**src/hw/csbam_pkg.sv**
```systemverilog
package csbam_pkg;
    // size and port codes share one encoding
    localparam logic [1:0] SZ_LONG = 2'h0;
    localparam logic [1:0] SZ_BYTE = 2'h1;
    localparam logic [1:0] SZ_WORD = 2'h2;
    localparam logic [1:0] SZ_LINE = 2'h3;
    localparam int AW = 28;
    localparam int DW = 32;
    localparam int BMW = 8;
    localparam int WSW = 4;
    localparam int UPPER_LSB = 24;
    localparam int BASE_LSB = 16;
    localparam logic [3:0] WE_NONE = 4'hF;
    localparam logic [3:0] WE_P32 = 4'h0;
    localparam logic [3:0] WE_P16 = 4'h3;
    localparam logic [3:0] WE_P8 = 4'h7;
    localparam logic [4:0] BEAT_ONE = 5'h01;
    typedef enum logic [4:0] {
        O_IDLE = 5'h01,
        O_START = 5'h02,
        O_DATA = 5'h04,
        O_HOLD = 5'h08,
        O_SETUP = 5'h10
    } csbam_own_e;
    typedef enum logic [4:0] {
        A_IDLE = 5'h01,
        A_DEC = 5'h02,
        A_ACT = 5'h04,
        A_GAP = 5'h08,
        A_END = 5'h10
    } csbam_alt_e;
endpackage

```
**src/hw/csbam_top.sv**
```systemverilog
`timescale 1ns/1ps
// Functional notes
// RULE1 - with address setup, no write enable on zero-wait writes
// RULE2 - first clock: address, attributes, read, size, start; select held off with setup
// RULE3 - second clock: start off, mode shows supervisor, select on
// RULE4 - 8-bit port bytes come on top lane, latched when ack sampled
// RULE5 - ack negated means wait states, resample every edge
// RULE6 - bus monitor expiry ends cycle with bus error
// RULE7 - after first setup-burst beat, select drops after next edge
// RULE8 - read hold keeps address and attributes one more clock per read beat
// RULE9 - next byte bumps low address, select off one clock with setup
// RULE10 - final beat ack ends transfer and drops select
// RULE11 - alternate cycles only when bus granted and master drives start
// RULE12 - latch address, direction, size on edge start is seen
// RULE13 - upper four address bits read zero when pins not address
// RULE14 - alternate cycles ignore type, mode and privilege mask bits
// RULE15 - sequence starts next edge; select only if enabled for direction
// RULE16 - auto ack region drives and asserts ack at programmed time
// RULE17 - no address drive during alternate master accesses
// RULE18 - unmatched address uses default memory auto ack after wait count
// RULE19 - burst enabled and size over port size runs a burst
// RULE20 - alternate master avoids oversize requests when burst disabled
// RULE21 - after final beat drop select and ack, then release ack
// RULE22 - no setup/hold gaps in single beats; one gap clock per bit in bursts
module csbam_top (
    input wire logic clk_sys,
    input wire logic rst_n,
    input wire logic req_valid,
    input wire logic [27:0] req_addr,
    input wire logic req_write,
    input wire logic [1:0] req_size,
    input wire logic [1:0] req_type,
    input wire logic req_super,
    input wire logic req_code,
    input wire logic [31:0] req_wdata,
    output logic req_busy,
    output logic rsp_valid,
    output logic rsp_error,
    output logic [31:0] rsp_rdata,
    input wire logic [11:0] region_base,
    input wire logic [11:0] region_dont_care,
    input wire logic region_read_enable,
    input wire logic region_write_enable,
    input wire logic [1:0] region_port_size,
    input wire logic region_burst_enable,
    input wire logic address_setup_enable,
    input wire logic region_read_hold,
    input wire logic region_write_hold,
    input wire logic region_auto_ack_enable,
    input wire logic [3:0] region_wait_count,
    input wire logic super_code_mask,
    input wire logic super_data_mask,
    input wire logic user_code_mask,
    input wire logic user_data_mask,
    input wire logic [1:0] dflt_port_size,
    input wire logic dflt_burst_enable,
    input wire logic dflt_auto_ack_enable,
    input wire logic [3:0] dflt_wait_count,
    input wire logic upper_pins_are_addr,
    input wire logic bmon_enable,
    input wire logic [7:0] bmon_limit,
    input wire logic bus_granted,
    input wire logic dram_hit,
    input wire logic [27:0] addr_in,
    input wire logic alt_write,
    input wire logic [1:0] alt_size,
    input wire logic transfer_start_n_in,
    input wire logic transfer_ack_n_in,
    input wire logic [31:0] data_in,
    output logic [27:0] addr_out,
    output logic addr_oe,
    output logic transfer_start_n,
    output logic transfer_start_oe,
    output logic [1:0] transfer_type,
    output logic access_type_mode,
    output logic rd_wr_n,
    output logic [1:0] size_code,
    output logic [3:0] byte_we_n,
    output logic chip_sel_n,
    output logic transfer_ack_n,
    output logic transfer_ack_oe,
    output logic [31:0] data_out,
    output logic data_oe
);
    // ****************************************
    // decode helpers
    // ****************************************
    function automatic logic [2:0] lg_bytes(input logic [1:0] c);
        case (c)
            csbam_pkg::SZ_BYTE: lg_bytes = 3'h0;
            csbam_pkg::SZ_WORD: lg_bytes = 3'h1;
            csbam_pkg::SZ_LINE: lg_bytes = 3'h4;
            default: lg_bytes = 3'h2;
        endcase
    endfunction
    function automatic logic [4:0] beats_of(input logic [1:0] sz, input logic [1:0] ps, input logic be);
        logic [2:0] ls;
        logic [2:0] lp;
        ls = lg_bytes(sz);
        lp = lg_bytes(ps);
        if (be && ls > lp) begin // [RULE19]
            beats_of = 5'(csbam_pkg::BEAT_ONE << (ls - lp));
        end else begin
            beats_of = csbam_pkg::BEAT_ONE;
        end
    endfunction
    function automatic logic region_hit(input logic [27:0] a);
        region_hit = ((a[27:csbam_pkg::BASE_LSB] ^ region_base) & ~region_dont_care) == 12'h000;
    endfunction
    function automatic logic [3:0] lane_we(input logic [1:0] ps);
        case (ps)
            csbam_pkg::SZ_BYTE: lane_we = csbam_pkg::WE_P8;
            csbam_pkg::SZ_WORD: lane_we = csbam_pkg::WE_P16;
            default: lane_we = csbam_pkg::WE_P32;
        endcase
    endfunction
    function automatic logic [31:0] lane_in(input logic [31:0] acc, input logic [31:0] d, input logic [1:0] ps);
        case (ps)
            csbam_pkg::SZ_BYTE: lane_in = {acc[23:0], d[31:24]};
            csbam_pkg::SZ_WORD: lane_in = {acc[15:0], d[31:16]};
            default: lane_in = d;
        endcase
    endfunction

    // ****************************************
    // own-master sequencer
    // ****************************************
    csbam_pkg::csbam_own_e own_q, own_d;
    logic [27:0] oaddr_q, oaddr_d;
    logic [31:0] odata_q, odata_d, rdata_q, rdata_d;
    logic [4:0] obeats_q, obeats_d;
    logic [7:0] dcnt_q, dcnt_d;
    logic [1:0] ops_q, ops_d, osz_q, osz_d, ott_q, ott_d;
    logic owr_q, owr_d, ocs_q, ocs_d, oaset_q, oaset_d, ohold_q, ohold_d;
    logic osup_q, osup_d, ocode_q, ocode_d, olast_q, olast_d;
    logic ok_d, err_d;
    logic take, own_hit, own_masked, oack;
    csbam_pkg::csbam_alt_e alt_q, alt_d;

    assign own_hit = region_hit(req_addr);
    // privilege masks apply to own cycles only
    assign own_masked = req_super ? (req_code ? super_code_mask : super_data_mask)
                                  : (req_code ? user_code_mask : user_data_mask);
    assign take = req_valid && !bus_granted && alt_q == csbam_pkg::A_IDLE;
    assign oack = !transfer_ack_n_in;

    always_comb begin
        own_d = own_q;
        oaddr_d = oaddr_q;
        odata_d = odata_q;
        rdata_d = rdata_q;
        obeats_d = obeats_q;
        dcnt_d = dcnt_q;
        ops_d = ops_q;
        osz_d = osz_q;
        ott_d = ott_q;
        owr_d = owr_q;
        ocs_d = ocs_q;
        oaset_d = oaset_q;
        ohold_d = ohold_q;
        osup_d = osup_q;
        ocode_d = ocode_q;
        olast_d = olast_q;
        ok_d = 1'b0;
        err_d = 1'b0;
        case (own_q)
            csbam_pkg::O_IDLE: begin
                if (take) begin
                    own_d = csbam_pkg::O_START;
                    oaddr_d = req_addr;
                    odata_d = req_wdata;
                    osz_d = req_size;
                    ott_d = req_type;
                    owr_d = req_write;
                    osup_d = req_super;
                    ocode_d = req_code;
                    olast_d = 1'b0;
                    ocs_d = own_hit && !own_masked && (req_write ? region_write_enable : region_read_enable);
                    ops_d = own_hit ? region_port_size : dflt_port_size;
                    obeats_d = own_hit ? beats_of(req_size, region_port_size, region_burst_enable)
                                       : beats_of(req_size, dflt_port_size, dflt_burst_enable);
                    oaset_d = own_hit && address_setup_enable;
                    ohold_d = own_hit && (req_write ? region_write_hold : region_read_hold);
                end
            end
            csbam_pkg::O_START: begin
                own_d = csbam_pkg::O_DATA; // [RULE3]
                dcnt_d = 8'h00;
            end
            csbam_pkg::O_DATA: begin
                if (oack) begin
                    dcnt_d = 8'h00;
                    rdata_d = lane_in(rdata_q, data_in, ops_q); // [RULE4]
                    odata_d = 32'(odata_q << (8 << lg_bytes(ops_q)));
                    if (obeats_q == csbam_pkg::BEAT_ONE) begin
                        ok_d = 1'b1;
                        olast_d = 1'b1;
                        own_d = ohold_q ? csbam_pkg::O_HOLD : csbam_pkg::O_IDLE; // [RULE10]
                    end else begin
                        obeats_d = obeats_q - 5'h01;
                        if (ohold_q) begin
                            own_d = csbam_pkg::O_HOLD; // [RULE8]
                        end else begin
                            oaddr_d = oaddr_q + 28'(1 << lg_bytes(ops_q));
                            own_d = oaset_q ? csbam_pkg::O_SETUP : csbam_pkg::O_DATA; // [RULE7]
                        end
                    end
                end else if (bmon_enable && dcnt_q >= bmon_limit) begin
                    err_d = 1'b1; // [RULE6]
                    own_d = csbam_pkg::O_IDLE;
                end else begin
                    dcnt_d = dcnt_q + 8'h01; // [RULE5]
                end
            end
            csbam_pkg::O_HOLD: begin
                if (olast_q) begin
                    own_d = csbam_pkg::O_IDLE;
                end else begin
                    oaddr_d = oaddr_q + 28'(1 << lg_bytes(ops_q)); // [RULE9]
                    own_d = oaset_q ? csbam_pkg::O_SETUP : csbam_pkg::O_DATA;
                end
            end
            csbam_pkg::O_SETUP: begin
                own_d = csbam_pkg::O_DATA;
            end
            default: begin
                own_d = csbam_pkg::O_IDLE;
            end
        endcase
    end

    always_ff @(posedge clk_sys or negedge rst_n) begin
        if (!rst_n) begin
            own_q <= csbam_pkg::O_IDLE;
            oaddr_q <= 28'h0000000;
            odata_q <= 32'h00000000;
            rdata_q <= 32'h00000000;
            obeats_q <= csbam_pkg::BEAT_ONE;
            dcnt_q <= 8'h00;
            ops_q <= 2'h0;
            osz_q <= 2'h0;
            ott_q <= 2'h0;
            {owr_q, ocs_q, oaset_q, ohold_q, osup_q, ocode_q, olast_q} <= 7'h00;
        end else begin
            own_q <= own_d;
            oaddr_q <= oaddr_d;
            odata_q <= odata_d;
            rdata_q <= rdata_d;
            obeats_q <= obeats_d;
            dcnt_q <= dcnt_d;
            ops_q <= ops_d;
            osz_q <= osz_d;
            ott_q <= ott_d;
            {owr_q, ocs_q, oaset_q, ohold_q, osup_q, ocode_q, olast_q} <=
                {owr_d, ocs_d, oaset_d, ohold_d, osup_d, ocode_d, olast_d};
        end
    end

    // ****************************************
    // alternate-master sequencer
    // ****************************************
    logic [27:0] aaddr_q, aaddr_d;
    logic [1:0] asz_q, asz_d, aps_q, aps_d, agap_q, agap_d, gcnt_q, gcnt_d;
    logic [4:0] abeats_q, abeats_d;
    logic [3:0] aws_q, aws_d, acnt_q, acnt_d;
    logic awr_q, awr_d, acs_q, acs_d, aack_q, aack_d;
    logic alt_hit, alt_dir, beat_done;

    // type, mode and privilege masks are not consulted here [RULE14]
    assign alt_hit = region_hit(aaddr_q);
    assign alt_dir = awr_q ? region_write_enable : region_read_enable;
    assign beat_done = alt_q == csbam_pkg::A_ACT && (aack_q ? acnt_q >= aws_q : oack);

    always_comb begin
        alt_d = alt_q;
        aaddr_d = aaddr_q;
        asz_d = asz_q;
        awr_d = awr_q;
        aps_d = aps_q;
        agap_d = agap_q;
        gcnt_d = gcnt_q;
        abeats_d = abeats_q;
        aws_d = aws_q;
        acnt_d = acnt_q;
        acs_d = acs_q;
        aack_d = aack_q;
        case (alt_q)
            csbam_pkg::A_IDLE: begin
                if (bus_granted && !transfer_start_n_in && own_q == csbam_pkg::O_IDLE) begin // [RULE11]
                    alt_d = csbam_pkg::A_DEC;
                    aaddr_d = addr_in; // [RULE12]
                    if (!upper_pins_are_addr) begin
                        aaddr_d[27:csbam_pkg::UPPER_LSB] = 4'h0; // [RULE13]
                    end
                    asz_d = alt_size;
                    awr_d = alt_write;
                end
            end
            csbam_pkg::A_DEC: begin
                acnt_d = 4'h0;
                gcnt_d = 2'h0;
                acs_d = alt_hit && alt_dir; // [RULE15]
                if (alt_hit) begin
                    aps_d = region_port_size;
                    abeats_d = beats_of(asz_q, region_port_size, region_burst_enable);
                    aack_d = region_auto_ack_enable; // [RULE16]
                    aws_d = region_wait_count;
                    agap_d = 2'(address_setup_enable) + 2'(awr_q ? region_write_hold : region_read_hold);
                    alt_d = alt_dir ? csbam_pkg::A_ACT : csbam_pkg::A_IDLE;
                end else begin
                    aps_d = dflt_port_size;
                    abeats_d = beats_of(asz_q, dflt_port_size, dflt_burst_enable);
                    aack_d = dflt_auto_ack_enable; // [RULE18]
                    aws_d = dflt_wait_count;
                    agap_d = 2'h0;
                    alt_d = (!dram_hit && dflt_auto_ack_enable) ? csbam_pkg::A_ACT : csbam_pkg::A_IDLE;
                end
            end
            csbam_pkg::A_ACT: begin
                if (beat_done) begin
                    acnt_d = 4'h0;
                    if (abeats_q == csbam_pkg::BEAT_ONE) begin
                        alt_d = csbam_pkg::A_END; // [RULE21]
                    end else begin
                        abeats_d = abeats_q - 5'h01;
                        if (agap_q != 2'h0) begin
                            alt_d = csbam_pkg::A_GAP; // [RULE22]
                            gcnt_d = agap_q;
                        end
                    end
                end else if (acnt_q != 4'hF) begin
                    acnt_d = acnt_q + 4'h1;
                end
            end
            csbam_pkg::A_GAP: begin
                gcnt_d = gcnt_q - 2'h1;
                if (gcnt_q == 2'h1) begin
                    alt_d = csbam_pkg::A_ACT;
                end
            end
            csbam_pkg::A_END: begin
                alt_d = csbam_pkg::A_IDLE;
            end
            default: begin
                alt_d = csbam_pkg::A_IDLE;
            end
        endcase
    end

    always_ff @(posedge clk_sys or negedge rst_n) begin
        if (!rst_n) begin
            alt_q <= csbam_pkg::A_IDLE;
            aaddr_q <= 28'h0000000;
            {asz_q, aps_q, agap_q, gcnt_q} <= 8'h00;
            abeats_q <= csbam_pkg::BEAT_ONE;
            aws_q <= 4'h0;
            acnt_q <= 4'h0;
            {awr_q, acs_q, aack_q} <= 3'h0;
        end else begin
            alt_q <= alt_d;
            aaddr_q <= aaddr_d;
            {asz_q, aps_q, agap_q, gcnt_q} <= {asz_d, aps_d, agap_d, gcnt_d};
            abeats_q <= abeats_d;
            aws_q <= aws_d;
            acnt_q <= acnt_d;
            {awr_q, acs_q, aack_q} <= {awr_d, acs_d, aack_d};
        end
    end

    // ****************************************
    // pin registers, built from next state
    // ****************************************
    logic o_st, o_dt, o_on, a_act;
    assign o_st = own_d == csbam_pkg::O_START;
    assign o_dt = own_d == csbam_pkg::O_DATA;
    assign o_on = own_d != csbam_pkg::O_IDLE;
    assign a_act = alt_d == csbam_pkg::A_ACT;

    always_ff @(posedge clk_sys or negedge rst_n) begin
        if (!rst_n) begin
            addr_out <= 28'h0000000;
            {addr_oe, transfer_start_oe, transfer_ack_oe, data_oe} <= 4'h0;
            {transfer_start_n, transfer_ack_n, chip_sel_n, rd_wr_n} <= 4'hF;
            transfer_type <= 2'h0;
            access_type_mode <= 1'b0;
            size_code <= 2'h0;
            byte_we_n <= csbam_pkg::WE_NONE;
            data_out <= 32'h00000000;
            {req_busy, rsp_valid, rsp_error} <= 3'h0;
            rsp_rdata <= 32'h00000000;
        end else begin
            addr_out <= oaddr_d;
            addr_oe <= o_on; // [RULE17]
            transfer_start_n <= !o_st; // [RULE2]
            transfer_start_oe <= o_on;
            transfer_type <= ott_d;
            access_type_mode <= o_st ? ocode_d : osup_d;
            rd_wr_n <= !(o_on && owr_d);
            size_code <= osz_d;
            chip_sel_n <= !((o_st && ocs_d && !oaset_d) || (o_dt && ocs_d) || (a_act && acs_d));
            if (o_dt && owr_d && ocs_d && (!oaset_d || dcnt_d != 8'h00)) begin // [RULE1]
                byte_we_n <= lane_we(ops_d);
            end else if (a_act && awr_d && acs_d && acnt_d != 4'h0) begin
                byte_we_n <= lane_we(aps_d);
            end else begin
                byte_we_n <= csbam_pkg::WE_NONE;
            end
            transfer_ack_n <= !(a_act && aack_d && acnt_d >= aws_d);
            transfer_ack_oe <= aack_d && (alt_d == csbam_pkg::A_ACT || alt_d == csbam_pkg::A_GAP
                                          || alt_d == csbam_pkg::A_END);
            data_out <= odata_d;
            data_oe <= o_on && owr_d;
            req_busy <= o_on;
            rsp_valid <= ok_d || err_d;
            rsp_error <= err_d;
            rsp_rdata <= rdata_d;
        end
    end
endmodule

```
**config.mk**
```make
export PLATFORM = sky130hd
export DESIGN_NAME = csbam_top
export DESIGN_NICKNAME = d
export VERILOG_FILES = /design/src/hw/csbam_pkg.sv /design/src/hw/csbam_top.sv
export SDC_FILE = /design/constraint.sdc
export NUM_CORES = 1
export LEC_CHECK = 0
export BUFFER_PORTS_ARGS = -buffer_cell sky130_fd_sc_hd__clkbuf_2
export CORE_ASPECT_RATIO = 1.25
export CORE_MARGIN = 2
export CORE_UTILIZATION = 54
export DETAILED_ROUTE_END_ITERATION = 10
export HOLD_SLACK_MARGIN = 0.06
export PLACE_DENSITY = 0.82
export SLEW_MARGIN = 5
export SYNTH_ARGS = -nofsm -noshare
export SYNTH_HDL_FRONTEND = slang
export SYNTH_SLANG_ARGS = --single-unit
```
**constraint.sdc**
```tcl
create_clock -name clk_sys -period 3.75 [get_ports clk_sys]
set_input_delay 0.375 -clock clk_sys [delete_from_list [all_inputs] [get_ports clk_sys]]
set_output_delay 0.375 -clock clk_sys [all_outputs]
set_load 0.01 [all_outputs]
```
==> impl_metrics.csv, run 1 <==
group,metric,value,unit
outcome,outcome,"complete, no violations",
clock_tree,cts_resized,0,
layout,ff_latch_area,4420,sq um
worst_setup_path,critical_path.top_delay_family,"compound AO/OA/AOI/OAI gates",
clock_tree,numClockSinks,176,
floorplan,floorplan.die.height,164,um
clock_tree,numCtsBuffers,17,
clock_tree,htree_num_levels,4,
sta,slew_viol_final,0,
worst_setup_path,path_common_cell,"sky130_fd_sc_hd__o21ai_0",
drt,ant_nets,0,
synthesis,syn-instance-count,1281,
layout,layout_commonest_cell,"sky130_fd_sc_hd__clkbuf_2",
min_path,worstHoldPathType,"input port to flop",
layout,area_growth,21.3,%
synthesis,synth.yosys.seq_area_share,39.8,%
drt,detailedRoute.firstPassIterationCount,6,
drt,detail_route.drc_violations,0,
layout,post-route-util,66.9,%
pwr,p_total,9.85,mW
clock_tree,cts.path.max_buffers,2,
worst_setup_path,crit_path_start_kind,"flop",
sta,final_hold_viol_count,0,
synthesis,synth_area_leader_cell,"sky130_fd_sc_hd__dfrtp_1",
clock_tree,cts.hold.buffers_added,1,
worst_setup_path,cp_num_buf_inv,3,
layout,multi_input_comb_area,6180,sq um
sta,maximum_clock_skew_at_final_layout,0.0122,ns
synthesis,synth.avg_cell_area,8.65,sq um
global_routing,first_pass_grt_wire_length,51900,um
clock_tree,worst_skew_pair.late_latency,0.43,ns
pwr,cellPowerDensity,733,nW/um^2
worst_setup_path,setup.worst_path.class,"flop to flop",
floorplan,die-area,21700,sq um
drt,num_vias,10800,
floorplan,core_footprint,20100,sq um
layout,drive_gt1_share,25.6,%
synthesis,yosys_most_used_dff,"sky130_fd_sc_hd__dfrtp_1",
clock_tree,clock-root-buffer,"sky130_fd_sc_hd__clkbuf_16",
synthesis,synth_seq_cells,176,
synthesis,synth.yosys.warnings,0,
sta,setup_tns,0,ns
synthesis,synth_edf_count,0,
clock_tree,clkTransAtPathRegs,0.07,ns
worst_setup_path,slowest_stage,"sky130_fd_sc_hd__dfrtp_1",
sta,rsz0062_at_grt,"no",
global_routing,antenna_found_initial,0,
synthesis,async_flop_share,100,%
layout,layout.nets,1804,
drt,drt_iter0_markers,800,
sta,achievable-frequency,0.308,GHz
layout,antenna_cells_inserted,0,
global_routing,largest_net_degree_at_the_start_of_global_routing,87,
worst_setup_path,crit_arrival,3.51,ns
synthesis,synth_largest_type_area_fraction,37.2,%
pwr,vdd_ir_drop_max,0.371,mV
sta,tightest_slew,1.11,ns
drt,routed_via_density,5.89,
worst_setup_path,timing.critical_path.fanout_max,12,
worst_setup_path,ordered_list_of_cells_on_the_worst_path,"inv_1 -> ha_2 -> clkinv_1 -> fa_1 -> nor2b_1 -> o21ai_0 -> a21boi_0 -> o21ai_0 -> nor2_1 -> buf_4 -> nand2_1 -> o22ai_1 -> a21oi_1",
sta,fin_hold_ws,0.134,ns
worst_setup_path,worst_setup_path_end_kind,"flop",
placed_design,port_buffers,291,
worst_setup_path,required,4.02,ns
global_routing,groute.usage.overall,29.3,%
synthesis,ys_types,78,
sta,finalCritPeriodShare,86.6,%
drt,routedWlPerCell,17.2,um
drt,routed_wirelength,31600,um
global_routing,globalRouteOverflowTotal,0,
floorplan,floorplan.rows,58,
worst_setup_path,worst_path_largest_cell_delay,0.45,ns
pwr,power.leakage,6.60,nW
sta,finalSetupViolCount,0,
global_routing,grt_pass1_vias,10500,
layout,fillers,1663,
sta,slew_headroom,26.2,%
layout,layout_common_cells,"sky130_fd_sc_hd__clkbuf_2 (290), sky130_fd_sc_hd__nand2_1 (199), sky130_fd_sc_hd__dfrtp_1 (165)",
synthesis,syn-num-nets,1533,
synthesis,syn_area,11100,sq um
sta,layout_min_cycle_time,3.25,ns
placed_design,dp_hpwl,23900,um
floorplan,pin_count,308,
synthesis,yosys-top-cells-area,"sky130_fd_sc_hd__dfrtp_1 (37%), sky130_fd_sc_hd__nand2_1 (6.7%), sky130_fd_sc_hd__o21ai_0 (6.4%)",
placed_design,gp_congestion,0.948,
clock_tree,postCtsSetupRepairBufs,0,
floorplan,start_util,55.2,%
clock_tree,cts_tree,"yes",
flow_run,cap_viol_max_count,0,
floorplan,chipWidth,132,um
## power by group
group,internal (mW),switching (mW)
clock network,0.953,0.860
logic,1.93,2.72
registers,2.66,0.733
## worst reg2reg max path, cell delays in order (launching register included)
cell and delay [ns]:
sky130_fd_sc_hd__dfrtp_1 0.45, sky130_fd_sc_hd__inv_1 0.14, sky130_fd_sc_hd__ha_2 0.25, sky130_fd_sc_hd__clkinv_1 0.13, sky130_fd_sc_hd__fa_1 0.42, sky130_fd_sc_hd__nor2b_1 0.18, sky130_fd_sc_hd__o21ai_0 0.12, sky130_fd_sc_hd__a21boi_0 0.32
sky130_fd_sc_hd__o21ai_0 0.23, sky130_fd_sc_hd__nor2_1 0.15, sky130_fd_sc_hd__buf_4 0.20, sky130_fd_sc_hd__nand2_1 0.20, sky130_fd_sc_hd__o22ai_1 0.21, sky130_fd_sc_hd__a21oi_1 0.09
## layout make-up
class / instances / share of cell area (%)
multi-input cells: 976 / 45.9
flip-flops and latches: 176 / 32.9
repair buffers: 318 / 12.5
clock buffers: 17 / 3.16
well taps: 270 / 2.51
inverters: 63 / 1.76
clock inverters: 15 / 1.27
## cells in the mapped netlist (6+ instances only)
cell type	count
sky130_fd_sc_hd__a222oi_1	7
sky130_fd_sc_hd__o31ai_1	9
sky130_fd_sc_hd__mux2i_1	29
sky130_fd_sc_hd__a22o_1	12
sky130_fd_sc_hd__a221oi_1	9
sky130_fd_sc_hd__inv_1	61
sky130_fd_sc_hd__a22oi_1	42
sky130_fd_sc_hd__a31oi_1	16
sky130_fd_sc_hd__nor2_1	87
sky130_fd_sc_hd__nor2b_1	14
sky130_fd_sc_hd__and3_1	15
sky130_fd_sc_hd__ha_1	51
sky130_fd_sc_hd__a2bb2oi_1	8
sky130_fd_sc_hd__dfrtp_1	165
sky130_fd_sc_hd__nand2_1	199
sky130_fd_sc_hd__nor3_1	21
sky130_fd_sc_hd__and2_1	14
sky130_fd_sc_hd__xnor2_1	30
sky130_fd_sc_hd__nand3_1	30
sky130_fd_sc_hd__a21o_1	20
sky130_fd_sc_hd__nand2b_1	7
sky130_fd_sc_hd__nand3b_1	7
sky130_fd_sc_hd__o22ai_1	24
sky130_fd_sc_hd__a21oi_1	63
sky130_fd_sc_hd__o21ai_0	141
sky130_fd_sc_hd__or4_1	7
sky130_fd_sc_hd__clkbuf_1	54
sky130_fd_sc_hd__dfstp_2	11
sky130_fd_sc_hd__mux2_2	15
sky130_fd_sc_hd__o211ai_1	6
## final timing paths
path	start	to	slack, ns	depth (start not counted)
worst max-delay path	ops_q[0]	addr_out[20]	0.50	13
worst min register to register	transfer_type[1]	transfer_type[1]	0.48	2
worst max register to register	ops_q[0]	addr_out[20]	0.50	13
min in group asynchronous	rst_n	rsp_rdata[9]	0.44	2
max in group asynchronous	rst_n	rsp_rdata[21]	2.32	3
worst min-delay path	req_type[1]	transfer_type[1]	0.13	3
## kinds of logic after synthesis
| logic type | Yosys count | share of synthesized area (%) |
|---|---|---|
| AOI/OAI and AO/OA | 403 | 23.3 |
| adders and majority gates | 56 | 6.66 |
| xor gates and xnor gates | 35 | 2.76 |
| buffers and inverters | 129 | 4.66 |
| DFF | 176 | 39.8 |
| muxes | 45 | 4.34 |
| and+or+nand+nor | 437 | 18.4 |
## sequential cells by signal, summed over array words and instances, names as in the netlist, 5 cells and up
name,count
data_out,32
rsp_rdata,32
addr_out,28
aaddr_q,12
dcnt_q,8
abeats_q,5
alt_q,5
obeats_q,5
own_q,5
## layer usage
metal	wire (um)	vias to the layer above	GRT usage [%]
li1	-	5170	-
met1	12700	5150	36.6
met2	16000	432	51.3
met3	2110	60	4.75
met4	878	0	11.2
met5	0	-	0
## through the flow
stage / setup slack (ns) / cells / area [sq um]
after floorplan: 0.528 / 1281 / 11100
after global placement: 0.659 / 1802 / 12800
after detailed placement: 0.556 / 1802 / 12800
after CTS: 0.536 / 1835 / 13400
after global routing: 0.276 / 1835 / 13400
final: 0.501 / 1835 / 13400
(Power assumes the default switching activity.)
==> run 2, diff against run 1 <==
--- a/config.mk
+++ b/config.mk
@@ -5,13 +5,14 @@
 export SDC_FILE = /design/constraint.sdc
 export NUM_CORES = 1
 export LEC_CHECK = 0
+export ABC_AREA = 1
 export BUFFER_PORTS_ARGS = -buffer_cell sky130_fd_sc_hd__clkbuf_2
 export CORE_ASPECT_RATIO = 1.25
 export CORE_MARGIN = 2
 export CORE_UTILIZATION = 54
 export DETAILED_ROUTE_END_ITERATION = 10
 export HOLD_SLACK_MARGIN = 0.06
-export PLACE_DENSITY = 0.82
+export PLACE_DENSITY = 0.81
 export SLEW_MARGIN = 5
 export SYNTH_ARGS = -nofsm -noshare
 export SYNTH_HDL_FRONTEND = slang
==> impl_metrics.csv, run 2 <==
group,metric,value,unit
clock_tree,clkTransAtPathRegs,0.07,ns
clock_tree,cts_resized,0,
clock_tree,cts.path.max_buffers,2,
floorplan,floorplan.die.height,169,um
floorplan,floorplan.rows,60,
sta,achievable-frequency,0.329,GHz
worst_setup_path,required,4.08,ns
min_path,worstHoldPathType,"input port to flop",
clock_tree,cts_tree,"yes",
global_routing,globalRouteOverflowTotal,0,
sta,maximum_clock_skew_at_final_layout,0.0144,ns
floorplan,start_util,54.7,%
layout,area_growth,19.1,%
layout,antenna_cells_inserted,0,
floorplan,chipWidth,136,um
sta,final_hold_viol_count,0,
global_routing,grt_pass1_vias,11400,
floorplan,pin_count,308,
flow_run,cap_viol_max_count,0,
layout,biggestRegsByFlops,"data_out: 32 flops, rsp_rdata: 32 flops, addr_out: 28 flops",
sta,finalCritPeriodShare,81.0,%
pwr,vdd_ir_drop_max,0.413,mV
worst_setup_path,logic_depth_of_the_worst_register_to_register_path,14,
sta,slew_viol_final,0,
drt,ant_nets,0,
global_routing,groute.usage.overall,29.2,%
worst_setup_path,crit-reg2reg-capture,"addr_out[24]",
clock_tree,postCtsSetupRepairBufs,0,
synthesis,ys_types,58,
pwr,power.leakage,7.17,nW
sta,finalSetupViolCount,0,
drt,routed_via_density,5.53,
synthesis,yosys_most_used_dff,"sky130_fd_sc_hd__dfrtp_1",
synthesis,synth_largest_type_area_fraction,35.3,%
drt,detail_route.drc_violations,0,
worst_setup_path,worst_r2r_startpoint,"ops_q[1]",
outcome,outcome,"complete, no violations",
clock_tree,cts.hold.buffers_added,1,
synthesis,async_flop_share,100,%
synthesis,synth_edf_count,0,
synthesis,synth_seq_cells,176,
synthesis,synth.cells.most_frequent,"sky130_fd_sc_hd__nand2_1 (436), sky130_fd_sc_hd__inv_1 (185), sky130_fd_sc_hd__o21ai_0 (184), sky130_fd_sc_hd__dfrtp_1 (165), sky130_fd_sc_hd__nor2_1 (135)",
worst_setup_path,crit_arrival,3.36,ns
placed_design,gp_congestion,0.941,
placed_design,dp_hpwl,24800,um
synthesis,syn-instance-count,1632,
worst_setup_path,crit_path_start_kind,"flop",
placed_design,placed_area,13300,sq um
floorplan,die-area,22900,sq um
sta,slew_headroom,37.1,%
placed_design,port_buffers,291,
clock_tree,numCtsBuffers,17,
global_routing,largest_net_degree_at_the_start_of_global_routing,104,
worst_setup_path,worst_setup_path_end_kind,"flop",
synthesis,yosysMostFrequentCell,"sky130_fd_sc_hd__nand2_1",
sta,setup_tns,0,ns
min_path,hold_path_depth,3,
drt,detailedRoute.firstPassIterationCount,6,
drt,num_vias,12100,
min_path,whs_endpoint,"aaddr_q[20]",
clock_tree,worst_skew_pair.late_latency,0.43,ns
worst_setup_path,timing.critical_path.fanout_max,19,
global_routing,antenna_found_initial,0,
drt,routedWlPerCell,15.1,um
synthesis,yosys-top-cells-area,"sky130_fd_sc_hd__dfrtp_1 (35%), sky130_fd_sc_hd__nand2_1 (14%), sky130_fd_sc_hd__o21ai_0 (7.9%)",
drt,routed_wirelength,32900,um
worst_setup_path,setup.worst_path.class,"flop to flop",
pwr,cellPowerDensity,736,nW/um^2
sta,layout_min_cycle_time,3.04,ns
layout,drive_gt1_share,19.9,%
synthesis,syn-num-nets,1884,
sta,rsz0062_at_grt,"no",
layout,layout_commonest_cell,"sky130_fd_sc_hd__nand2_1",
clock_tree,clock-root-buffer,"sky130_fd_sc_hd__clkbuf_16",
drt,drt_iter0_markers,933,
synthesis,synth.yosys.seq_area_share,37.8,%
global_routing,first_pass_grt_wire_length,54300,um
layout,final_area,13900,sq um
synthesis,syn_area,11700,sq um
synthesis,synth.avg_cell_area,7.17,sq um
layout,layout.nets,2140,
clock_tree,htree_num_levels,4,
layout,layout_common_cells,"sky130_fd_sc_hd__nand2_1 (435), sky130_fd_sc_hd__clkbuf_2 (290), sky130_fd_sc_hd__inv_1 (185)",
sta,tightest_slew,0.944,ns
synthesis,synth_area_leader_cell,"sky130_fd_sc_hd__dfrtp_1",
min_path,hp-start,"addr_in[20]",
floorplan,core_footprint,21400,sq um
worst_setup_path,setup.reg_to_reg.worst_slack,0.71,ns
clock_tree,numClockSinks,176,
synthesis,synth.yosys.warnings,0,
run 2: per-stage QoR:
step	cells	total power, mW	setup WS (ns)	hold WS [ns]	util, %
6_report	2180	10.3	0.712	0.136	65.1
5_1_grt	2180	11.2	0.409	0.148	65.1
4_1_cts	2180	10.3	0.728	0.123	65.1
3_5_place_dp	2147	8.35	0.752	0.437	62.2
3_3_place_gp	2147	8.15	0.838	0.433	62.2
2_1_floorplan	1632	6.78	0.691	0.0794	-
run 2: worst max-delay path by stage:
stage | start | end | slack, ns
floorplan | ops_q[0] | addr_out[24] | 0.69
detailed placement | ops_q[1] | addr_out[24] | 0.75
finish | ops_q[1] | addr_out[24] | 0.71
global route | ops_q[1] | addr_out[24] | 0.41
global placement | ops_q[1] | addr_out[24] | 0.84
CTS | ops_q[1] | addr_out[24] | 0.73
run 2: where the power goes:
group          switching, mW  internal [mW]
Combinational           3.19           1.90
Clock                  0.808           1.06
Sequential             0.655           2.64
Total                   4.65           5.60
run 2: cell type report:
cell class	instances	area (sq um)
inverters	192	736
well taps	279	349
fillers	1914	7470
repair buffers	305	1600
multi-input cells	1196	6220
clock buffers	18	429
flip-flops and latches	176	4420
clock inverters	14	176
run 2: worst max-delay path: stages, from the launching register on:
cell and delay (ns):
sky130_fd_sc_hd__dfrtp_1 0.43, sky130_fd_sc_hd__ha_1 0.25, sky130_fd_sc_hd__buf_4 0.22, sky130_fd_sc_hd__nor3_1 0.21, sky130_fd_sc_hd__ha_1 0.30, sky130_fd_sc_hd__a21oi_1 0.20
sky130_fd_sc_hd__o21ai_0 0.09, sky130_fd_sc_hd__or2_1 0.27, sky130_fd_sc_hd__a21oi_1 0.34, sky130_fd_sc_hd__inv_1 0.18, sky130_fd_sc_hd__nand4_1 0.14, sky130_fd_sc_hd__or2_2 0.12
sky130_fd_sc_hd__nand3_1 0.05, sky130_fd_sc_hd__nand2_1 0.08, sky130_fd_sc_hd__nand2_1 0.05
run 2: metal layers:
metal | up-vias | global-route usage [%] | share of wire [%]
met2 | 439 | 49.2 | 49
met5 | - | 0 | 0
met4 | 0 | 13.8 | 4.6
met3 | 114 | 3.71 | 5.4
met1 | 5580 | 37.2 | 41
li1 | 5920 | - | -
run 2: cell families after synthesis:
group	after synthesis	share of synthesized area, %
flops	176	37.8
xor+xnor	28	2.10
compound gates	361	17.9
simple gates	750	26.8
buf+inv	260	9.05
mux	1	0.0963
fa+ha+maj	56	6.31
